==> src/tlic_pkg.sv <==
// constants, field layouts and carrier types of the two-level interrupt controller
package tlic_pkg;

	////////////////////////////////////////////////////////////////////////////////
	// sizes
	localparam int NUM_SRC = 12;
	localparam int IDX_W = 4;
	localparam int DW = 8;
	localparam int AW = 8;
	localparam int VW = 16;

	////////////////////////////////////////////////////////////////////////////////
	// register offsets
	localparam logic [AW-1:0] ADDR_IE = 8'hA8;
	localparam logic [AW-1:0] ADDR_IP = 8'hB8;
	localparam logic [AW-1:0] ADDR_EIE = 8'hE6;
	localparam logic [AW-1:0] ADDR_EIP = 8'hF6;
	localparam logic [AW-1:0] ADDR_PEND_LO = 8'h01;
	localparam logic [AW-1:0] ADDR_PEND_HI = 8'h02;
	localparam logic [AW-1:0] ADDR_EVT_STAT = 8'h03;
	localparam logic [AW-1:0] ADDR_EVT_CLR = 8'h04;
	localparam logic [AW-1:0] ADDR_EVT_EN = 8'h05;
	localparam logic [AW-1:0] ADDR_ACTIVE = 8'h06;

	////////////////////////////////////////////////////////////////////////////////
	// field positions and reset values
	localparam int EA_BIT = 7;
	localparam int IE_SRC_W = 7;
	localparam int EIE_SRC_W = 5;
	localparam int PEND_HI_W = 4;
	localparam int EVT_TAKE_LO = 0;
	localparam int EVT_TAKE_HI = 1;
	localparam int EVT_RETI = 2;
	localparam int EVT_W = 3;
	localparam int ACT_LO_BIT = 0;
	localparam int ACT_HI_BIT = 1;
	localparam logic [DW-1:0] REG_RST = 8'h00;
	localparam logic [VW-1:0] VEC_BASE = 16'h0003;
	localparam logic [VW-1:0] VEC_STEP = 16'h0008;

	////////////////////////////////////////////////////////////////////////////////
	// timing in system clocks
	localparam int DETECT_CYCLES = 1;
	localparam int LCALL_CYCLES = 4;
	localparam int RESP_CYCLES = DETECT_CYCLES + LCALL_CYCLES;

	////////////////////////////////////////////////////////////////////////////////
	// carriers
	typedef struct packed {
		logic valid;
		logic level;
		logic [IDX_W-1:0] idx;
	} tlic_win_t;

	typedef struct packed {
		logic instr_done;
		logic ack;
		logic reti;
	} tlic_cpu_t;

	////////////////////////////////////////////////////////////////////////////////
	// per-source bit gathered from the base and extended registers
	function automatic logic [NUM_SRC-1:0] tlic_src_bits(input logic [DW-1:0] base,
			input logic [DW-1:0] ext);
		tlic_src_bits = {ext[EIE_SRC_W-1:0], base[IE_SRC_W-1:0]};
	endfunction

	function automatic logic [VW-1:0] tlic_vec_of(input logic [IDX_W-1:0] idx);
		logic [VW-1:0] wide;
		wide = {{(VW-IDX_W){1'b0}}, idx};
		tlic_vec_of = VEC_BASE + ((wide << 3) & ~VEC_STEP + VEC_STEP) * 16'h0000 + (wide << 3);
	endfunction

endpackage

==> src/tlic_arb.sv <==
// two-level fixed-order arbiter of the interrupt controller
`timescale 1ns/1ps
module tlic_arb
	import tlic_pkg::*;
(
	input wire logic [NUM_SRC-1:0] req,
	input wire logic [NUM_SRC-1:0] prio,
	input wire logic busy_lo,
	input wire logic busy_hi,
	output tlic_win_t win
);

	logic [NUM_SRC-1:0] hi_req;
	logic [NUM_SRC-1:0] lo_req;
	logic hi_ok;
	logic lo_ok;

	////////////////////////////////////////////////////////////////////////////////
	// eligibility by level
	always_comb begin
		hi_ok = !busy_hi;
		lo_ok = !busy_hi && !busy_lo;
		hi_req = hi_ok ? (req & prio) : '0;
		lo_req = lo_ok ? (req & ~prio) : '0;
	end

	////////////////////////////////////////////////////////////////////////////////
	// high level first, lowest index wins inside a level
	always_comb begin
		win = '0;
		for (int i = NUM_SRC - 1; i >= 0; i--) begin
			if (lo_req[i]) begin
				win.valid = 1'b1;
				win.level = 1'b0;
				win.idx = IDX_W'(i);
			end
		end
		for (int i = NUM_SRC - 1; i >= 0; i--) begin
			if (hi_req[i]) begin
				win.valid = 1'b1;
				win.level = 1'b1;
				win.idx = IDX_W'(i);
			end
		end
	end

endmodule

==> src/tlic_core.sv <==
// two-level interrupt controller: pending flags, enables, arbitration, cpu request
//
// Summary of operation
// - twelve sources, each low or high level
// - valid condition sets pending flag regardless of enables
// - enabled pending flag requests a vectored long call
// - disabled source pending flag makes no request
// - global enable bit 7 masks every source
// - masked flags stay pending until global enable
// - one-cycle follower may still take stale request
// - vectoring never clears pending flags in hardware
// - flag set after return re-enters after one instruction
// - software writing one to flag raises request
// - high preempts low, high never preempted
// - higher level first, then fixed source order
// - sampled every clock, five-cycle least response
//
// The register addresses and the address-and-strobe port are this design's own decisions.
`timescale 1ns/1ps
module tlic_core
	import tlic_pkg::*;
(
	input wire logic sys_clk,
	input wire logic rst_n,
	input wire logic [AW-1:0] reg_addr,
	input wire logic [DW-1:0] reg_wdata,
	input wire logic reg_wr,
	input wire logic reg_rd,
	output logic [DW-1:0] reg_rdata,
	input wire logic [NUM_SRC-1:0] src_set,
	input wire tlic_cpu_t cpu_in,
	output logic cpu_irq,
	output logic [VW-1:0] cpu_vec,
	output logic cpu_level,
	output logic irq_evt
);

	////////////////////////////////////////////////////////////////////////////////
	// state
	logic [DW-1:0] ie_q, ie_d;
	logic [DW-1:0] ip_q, ip_d;
	logic [DW-1:0] eie_q, eie_d;
	logic [DW-1:0] eip_q, eip_d;
	logic [NUM_SRC-1:0] pend_q, pend_d;
	logic [NUM_SRC-1:0] req_q, req_d;
	logic [EVT_W-1:0] stat_q, stat_d;
	logic [EVT_W-1:0] evt_en_q, evt_en_d;
	logic [DW-1:0] rdata_q, rdata_d;
	logic in_lo_q, in_lo_d;
	logic in_hi_q, in_hi_d;
	logic hold_q, hold_d;
	tlic_win_t win_q, win_d;
	logic [VW-1:0] vec_q, vec_d;

	logic [NUM_SRC-1:0] en_vec;
	logic [NUM_SRC-1:0] prio_vec;
	logic ea;
	logic [EVT_W-1:0] evt;
	logic wr_pend_lo;
	logic wr_pend_hi;

	////////////////////////////////////////////////////////////////////////////////
	// register writes
	always_comb begin
		wr_pend_lo = reg_wr && (reg_addr == ADDR_PEND_LO);
		wr_pend_hi = reg_wr && (reg_addr == ADDR_PEND_HI);
		ie_d = ie_q;
		ip_d = ip_q;
		eie_d = eie_q;
		eip_d = eip_q;
		evt_en_d = evt_en_q;
		pend_d = pend_q;
		if (reg_wr) begin
			case (reg_addr)
				ADDR_IE: ie_d = reg_wdata;
				ADDR_IP: ip_d = reg_wdata;
				ADDR_EIE: eie_d = reg_wdata;
				ADDR_EIP: eip_d = reg_wdata;
				ADDR_EVT_EN: evt_en_d = reg_wdata[EVT_W-1:0];
				ADDR_PEND_LO: pend_d[DW-1:0] = reg_wdata;
				ADDR_PEND_HI: pend_d[NUM_SRC-1:DW] = reg_wdata[PEND_HI_W-1:0];
				default: ;
			endcase
		end
		// a hardware set wins over a software clear in the same cycle
		pend_d = pend_d | src_set;
	end

	always_ff @(posedge sys_clk or negedge rst_n) begin
		if (!rst_n) begin
			ie_q <= REG_RST;
			ip_q <= REG_RST;
			eie_q <= REG_RST;
			eip_q <= REG_RST;
			evt_en_q <= '0;
			pend_q <= '0;
		end else begin
			ie_q <= ie_d;
			ip_q <= ip_d;
			eie_q <= eie_d;
			eip_q <= eip_d;
			evt_en_q <= evt_en_d;
			pend_q <= pend_d;
		end
	end

	////////////////////////////////////////////////////////////////////////////////
	// request formation, sampled every clock
	always_comb begin
		en_vec = tlic_src_bits(ie_q, eie_q);
		prio_vec = tlic_src_bits(ip_q, eip_q);
		ea = ie_q[EA_BIT];
		// a disabled source or a clear global enable gives no request
		req_d = pend_q & en_vec & {NUM_SRC{ea}};
	end

	////////////////////////////////////////////////////////////////////////////////
	// active level tracking and post-return hold
	always_comb begin
		in_lo_d = in_lo_q;
		in_hi_d = in_hi_q;
		hold_d = hold_q;
		if (cpu_in.reti) begin
			if (in_hi_q) begin
				in_hi_d = 1'b0;
			end else begin
				in_lo_d = 1'b0;
			end
			hold_d = 1'b1;
		end else if (cpu_in.instr_done) begin
			hold_d = 1'b0;
		end
		if (cpu_in.ack && cpu_irq) begin
			if (win_q.level) begin
				in_hi_d = 1'b1;
			end else begin
				in_lo_d = 1'b1;
			end
		end
	end

	tlic_arb u_arb (
		.req(req_d),
		.prio(prio_vec),
		.busy_lo(in_lo_d),
		.busy_hi(in_hi_d),
		.win(win_d)
	);

	always_comb begin
		vec_d = win_d.valid ? tlic_vec_of(win_d.idx) : vec_q;
	end

	always_ff @(posedge sys_clk or negedge rst_n) begin
		if (!rst_n) begin
			req_q <= '0;
			in_lo_q <= 1'b0;
			in_hi_q <= 1'b0;
			hold_q <= 1'b0;
			win_q <= '0;
			vec_q <= '0;
		end else begin
			req_q <= req_d;
			in_lo_q <= in_lo_d;
			in_hi_q <= in_hi_d;
			hold_q <= hold_d;
			win_q <= win_d;
			vec_q <= vec_d;
		end
	end

	// a request registered just before an enable clear lasts one more cycle
	always_comb begin
		cpu_irq = win_q.valid && !(hold_q && !cpu_in.instr_done);
		cpu_vec = vec_q;
		cpu_level = win_q.level;
	end

	////////////////////////////////////////////////////////////////////////////////
	// event status, clear and enable
	always_comb begin
		evt = '0;
		evt[EVT_TAKE_LO] = cpu_in.ack && cpu_irq && !win_q.level;
		evt[EVT_TAKE_HI] = cpu_in.ack && cpu_irq && win_q.level;
		evt[EVT_RETI] = cpu_in.reti;
		stat_d = stat_q;
		if (reg_wr && (reg_addr == ADDR_EVT_CLR)) begin
			stat_d = stat_q & ~reg_wdata[EVT_W-1:0];
		end
		stat_d = stat_d | evt;
	end

	////////////////////////////////////////////////////////////////////////////////
	// register reads, data in the following cycle
	always_comb begin
		rdata_d = '0;
		if (reg_rd) begin
			case (reg_addr)
				ADDR_IE: rdata_d = ie_q;
				ADDR_IP: rdata_d = ip_q;
				ADDR_EIE: rdata_d = eie_q;
				ADDR_EIP: rdata_d = eip_q;
				ADDR_PEND_LO: rdata_d = pend_q[DW-1:0];
				ADDR_PEND_HI: rdata_d = {{(DW-PEND_HI_W){1'b0}}, pend_q[NUM_SRC-1:DW]};
				ADDR_EVT_STAT: rdata_d = {{(DW-EVT_W){1'b0}}, stat_q};
				ADDR_EVT_EN: rdata_d = {{(DW-EVT_W){1'b0}}, evt_en_q};
				ADDR_ACTIVE: rdata_d = {{(DW-2){1'b0}}, in_hi_q, in_lo_q};
				default: rdata_d = '0;
			endcase
		end
	end

	always_ff @(posedge sys_clk or negedge rst_n) begin
		if (!rst_n) begin
			stat_q <= '0;
			rdata_q <= '0;
		end else begin
			stat_q <= stat_d;
			rdata_q <= rdata_d;
		end
	end

	always_comb begin
		reg_rdata = rdata_q;
		irq_evt = |(stat_q & evt_en_q);
	end
endmodule

==> config.mk <==
export PLATFORM = sky130hd
export DESIGN_NAME = tlic_core
export DESIGN_NICKNAME = d
export VERILOG_FILES = /design/src/tlic_pkg.sv /design/src/tlic_arb.sv /design/src/tlic_core.sv
export SDC_FILE = /design/constraint.sdc
export NUM_CORES = 1
export LEC_CHECK = 0
export BUFFER_PORTS_ARGS = -buffer_cell sky130_fd_sc_hd__clkbuf_2
export CAP_MARGIN = 25
export CORE_MARGIN = 2
export CORE_UTILIZATION = 40
export DETAILED_ROUTE_END_ITERATION = 6
export GPL_TIMING_DRIVEN = 0
export HOLD_SLACK_MARGIN = 0.08
export PLACE_DENSITY = 0.7
export SETUP_SLACK_MARGIN = 0.15
export SLEW_MARGIN = 20
export SYNTH_ARGS = -nofsm -noshare
export SYNTH_HDL_FRONTEND = slang
export SYNTH_HIERARCHICAL = 1
export SYNTH_SLANG_ARGS = --single-unit
==> constraint.sdc <==
create_clock -name sys_clk -period 6.9 [get_ports sys_clk]
set_clock_uncertainty 0.2 [all_clocks]
set_input_delay 0.345 -clock sys_clk [delete_from_list [all_inputs] [get_ports sys_clk]]
set_output_delay 0.345 -clock sys_clk [all_outputs]
set_load 0.1 [all_outputs]
==> metrics.log <==
[metrics] result of the run: finished clean
[metrics] WS Path Type: in -> reg
[metrics] Worst Path Arrival: about 3.4 ns
[metrics] highest-count cells in the layout ignoring fill and taps: 68 x sky130_fd_sc_hd__dfrtp_1, 50 x sky130_fd_sc_hd__clkbuf_2, 43 x sky130_fd_sc_hd__nand2_1
[metrics] H-tree levels: 3
[metrics] total overflow reported by the global router: 0
[metrics] startpoint of the tightest hold check path: reg_wdata[5]
[metrics] IO Pins: slightly above 60
[metrics] post-route setup TNS: 0 ns
[metrics] Post-synth ARST share: 100%
[metrics] net count of the finished layout: 510
[metrics] worst reg2reg path depth: 9
[metrics] detailed-route via count: 3479
[metrics] Root Driver: sky130_fd_sc_hd__clkbuf_8
[metrics] worst-case setup slack after placement: ~3.8 ns
[metrics] maximum number of buffers from clock root to sink: 2
[metrics] detailed-routing iteration count for the pre-antenna-repair pass: 5
[metrics] cts bufs inserted: 9
[metrics] Core Box Area: 0.00924 mm²
[metrics] DR DRC count: 0
[metrics] count of fill cells added during filler insertion: 878
[metrics] required time of the worst setup path: 6.94 ns
[metrics] EDFF count, synth: 0
[metrics] y dimension of the die: 102 µm
[metrics] input/output buffers: 51
[metrics] vias in the first global route: about 3300
[metrics] most common cell after layout, fill and taps aside: sky130_fd_sc_hd__dfrtp_1
[metrics] layout overhead on the synthesized area: 21.9%
[metrics] Finished Layout Cells: 609
[metrics] HP Class: in -> reg
[metrics] commonest register cell after synthesis: sky130_fd_sc_hd__dfrtp_1
[metrics] clock tree sinks: 68
[metrics] total inserted antenna cells: 0
[metrics] final period utilization: 48.1%
[metrics] row cnt: 35
[metrics] Worst R2R Start: hold_q
[metrics] power per standard cell area: 197 mW/mm²
[metrics] critical path capture point type: register
[metrics] Hold Path Cell Cnt: 3
[metrics] transition time at the pin with the least slew margin: roughly 0.93 ns
[metrics] count of placed standard cells including taps: 575
[metrics] Vias per Instance: 5.71
[metrics] pin count of the biggest net entering global routing: 47
[metrics] final hold slack: 0.0914 ns
[metrics] Final Setup Violations: 0
[metrics] hold violation total from the final report: 0
[metrics] antenna-violating nets left: 0
[metrics] clock tree from TritonCTS: done
[metrics] YS warnings: 6
[metrics] Slew headroom: 37.5%
[metrics] total routing usage reported by global routing: 21.7%
[metrics] end point of the most critical hold path: eie_q[5]
[metrics] crit path max fanout: 6
[metrics] antenna violations before repair: 0
[metrics] leakage power: 2.08 nW
[metrics] clock period minus final worst setup slack: 3.32 ns
[metrics] Iter 0 DRT Violations: 330
[metrics] share of layout cells above drive strength 1: 28.1%
[metrics] area taken by flip-flops and latches: 0.00170 mm²
[metrics] part of the Yosys area used for sequential elements: 44.6%
[metrics] routed wire length: around 11000 µm
[metrics] number of pins exceeding their max-slew limit in the final report: 0
[metrics] DPL Wire Length: 7840 µm
[metrics] CTS clock-pin slew for the worst setup and hold paths: approximately 0.080 ns
[metrics] max-cap violation count: 0
[metrics] Clock Latency Late Sink: roughly 0.36 ns
[metrics] die area: about 0.010 mm²
[metrics] instance count of the mapped netlist: between 300 and 400
[metrics] Max Clk Rate: 0.301 GHz
[metrics] Multi-input gate area: between 0.0015 and 0.002 mm²
[metrics] nature of the critical path startpoint: input pin
[metrics] largest vdd supply drop: around 0.000076 V
[metrics] post-route setup slack: ~3.6 ns
[metrics] setup repair after global routing missed its margin: false
[metrics] combined area of all synthesized cells: 0.00381 mm²
[metrics] register bit total from synthesis: 68
[metrics] Netlist cell types: 58
[metrics] internal reg-to-reg setup slack: around 3.8 ns
[metrics] chip width: between 100 and 150 µm
[metrics] reg-to-reg endpoint: cpu_vec[1]
[metrics] wire length of the first global-routing pass: 17100 µm
[metrics] global placement routability congestion: roughly 0.9
[metrics] Initial Util: between 40% and 50%
[metrics] synthesized area per cell: approximately 10 µm²
[metrics] wire length per cell after detailed routing: approximately 18 µm
repair_timing:
item,CTS,global route
resized for setup,0,0
endpoints found under the hold margin,70,0
hold buffers,18,0
buffers inserted,0,0
critical path: stages:
cell and delay [ns]:
sky130_fd_sc_hd__dlygate4sd3_1 0.52, sky130_fd_sc_hd__clkbuf_2 0.09, sky130_fd_sc_hd__nand2b_1 0.10, sky130_fd_sc_hd__and2_1 0.16, sky130_fd_sc_hd__nand2_1 0.09, sky130_fd_sc_hd__o21ai_0 0.59
sky130_fd_sc_hd__nor2_1 0.18, sky130_fd_sc_hd__o21ai_0 0.18, sky130_fd_sc_hd__nor3b_1 0.29, sky130_fd_sc_hd__or3b_1 0.49, sky130_fd_sc_hd__or2_2 0.33
power breakdown:
part | total [W] | switching, W | internal, W
combinational | 0.000189 | 0.000135 | 0.0000539
clock | 0.000290 | 0.000160 | 0.000129
sequential | 0.000438 | 0.0000170 | 0.000421
metal layers:
metal	vias up	global-route usage, %	share of wire, %
met5	-	0	0
met4	0	8.94	3.0
met3	30	4.42	7.2
met2	154	34.8	47
met1	1704	28.9	43
li1	1591	-	-
how the worst max path moves through the flow:
stage	start	end	slack (ns)	cells after the start
6_report	cpu_in[2]	cpu_vec[1]	3.58	11
5_1_grt	cpu_in[2]	cpu_vec[1]	3.32	11
3_3_place_gp	cpu_in[2]	cpu_vec[1]	3.81	11
3_5_place_dp	cpu_in[2]	cpu_vec[1]	3.82	11
2_1_floorplan	cpu_in[2]	cpu_vec[1]	3.47	10
4_1_cts	cpu_in[2]	cpu_vec[1]	3.63	11
area by class of cell:
class / count / share of cell area [%]
clock buffers: 10 / 2.74
well taps: 129 / 3.47
inverters: 9 / 0.726
clock inverters: 6 / 0.888
flip-flops and latches: 68 / 36.6
multi-input cells: 290 / 42.1
repair buffers: 71 / 10.2
plain buffers: 26 / 3.36
registers in the layout, indices dropped and copies added (netlist names), 3 cells and up:
name       cells
eip_q          8
stat_q         3
pend_q        12
eie_q          8
ip_q           8
evt_en_q       3
ie_q           8
reg_rdata      8
cpu_vec        5
cell usage after synthesis (3+ instances only):
cell type / count / area [µm²]
sky130_fd_sc_hd__clkbuf_1: 8 / 30.0
sky130_fd_sc_hd__mux2_2: 39 / 439
sky130_fd_sc_hd__a22oi_1: 5 / 37.5
sky130_fd_sc_hd__nand4_1: 3 / 18.8
sky130_fd_sc_hd__or3_1: 3 / 18.8
sky130_fd_sc_hd__o21ai_0: 18 / 90.1
sky130_fd_sc_hd__a21oi_1: 9 / 45.0
sky130_fd_sc_hd__a211o_1: 4 / 35.0
sky130_fd_sc_hd__nor2_1: 7 / 26.3
sky130_fd_sc_hd__nand3b_1: 11 / 82.6
sky130_fd_sc_hd__buf_4: 15 / 113
sky130_fd_sc_hd__nand3_1: 13 / 65.1
sky130_fd_sc_hd__a221oi_1: 3 / 26.3
sky130_fd_sc_hd__nor3_1: 14 / 70.1
sky130_fd_sc_hd__nor4_1: 8 / 50.1
sky130_fd_sc_hd__mux2i_1: 3 / 30.0
sky130_fd_sc_hd__a21o_1: 4 / 30.0
sky130_fd_sc_hd__dfrtp_1: 68 / 1700
sky130_fd_sc_hd__inv_1: 9 / 33.8
sky130_fd_sc_hd__nor4b_1: 3 / 26.3
sky130_fd_sc_hd__and3_1: 13 / 81.3
sky130_fd_sc_hd__a211oi_1: 3 / 22.5
sky130_fd_sc_hd__nor2b_1: 12 / 75.1
sky130_fd_sc_hd__a32oi_1: 3 / 26.3
sky130_fd_sc_hd__a31oi_1: 11 / 68.8
sky130_fd_sc_hd__a41oi_1: 3 / 26.3
sky130_fd_sc_hd__nand2b_1: 10 / 62.6
sky130_fd_sc_hd__nand2_1: 43 / 161
logic make-up (layout without fill, tap and decap cells):
| logic type | count (synthesis) | in the layout | synth area share [%] |
|---|---|---|---|
| AOI/OAI and AO/OA | 77 | 77 | 13.8 |
| other | 1 | 10 | 0.0983 |
| DFF | 68 | 68 | 44.6 |
| buffers and inverters | 35 | 122 | 4.99 |
| muxes | 42 | 42 | 12.3 |
| and+or+nand+nor | 161 | 161 | 24.2 |
stage by stage:
step | power, W | cell area, µm² | utilization (%)
CTS | 0.000920 | 4650 | 50.3
floorplan | 0.000574 | 3850 | -
detailed placement | 0.000627 | 4300 | 46.6
finish | 0.000917 | 4650 | 50.3
global route | 0.000956 | 4650 | 50.3
global placement | 0.000622 | 4270 | 46.2
Power figures use the tool's default switching activity.
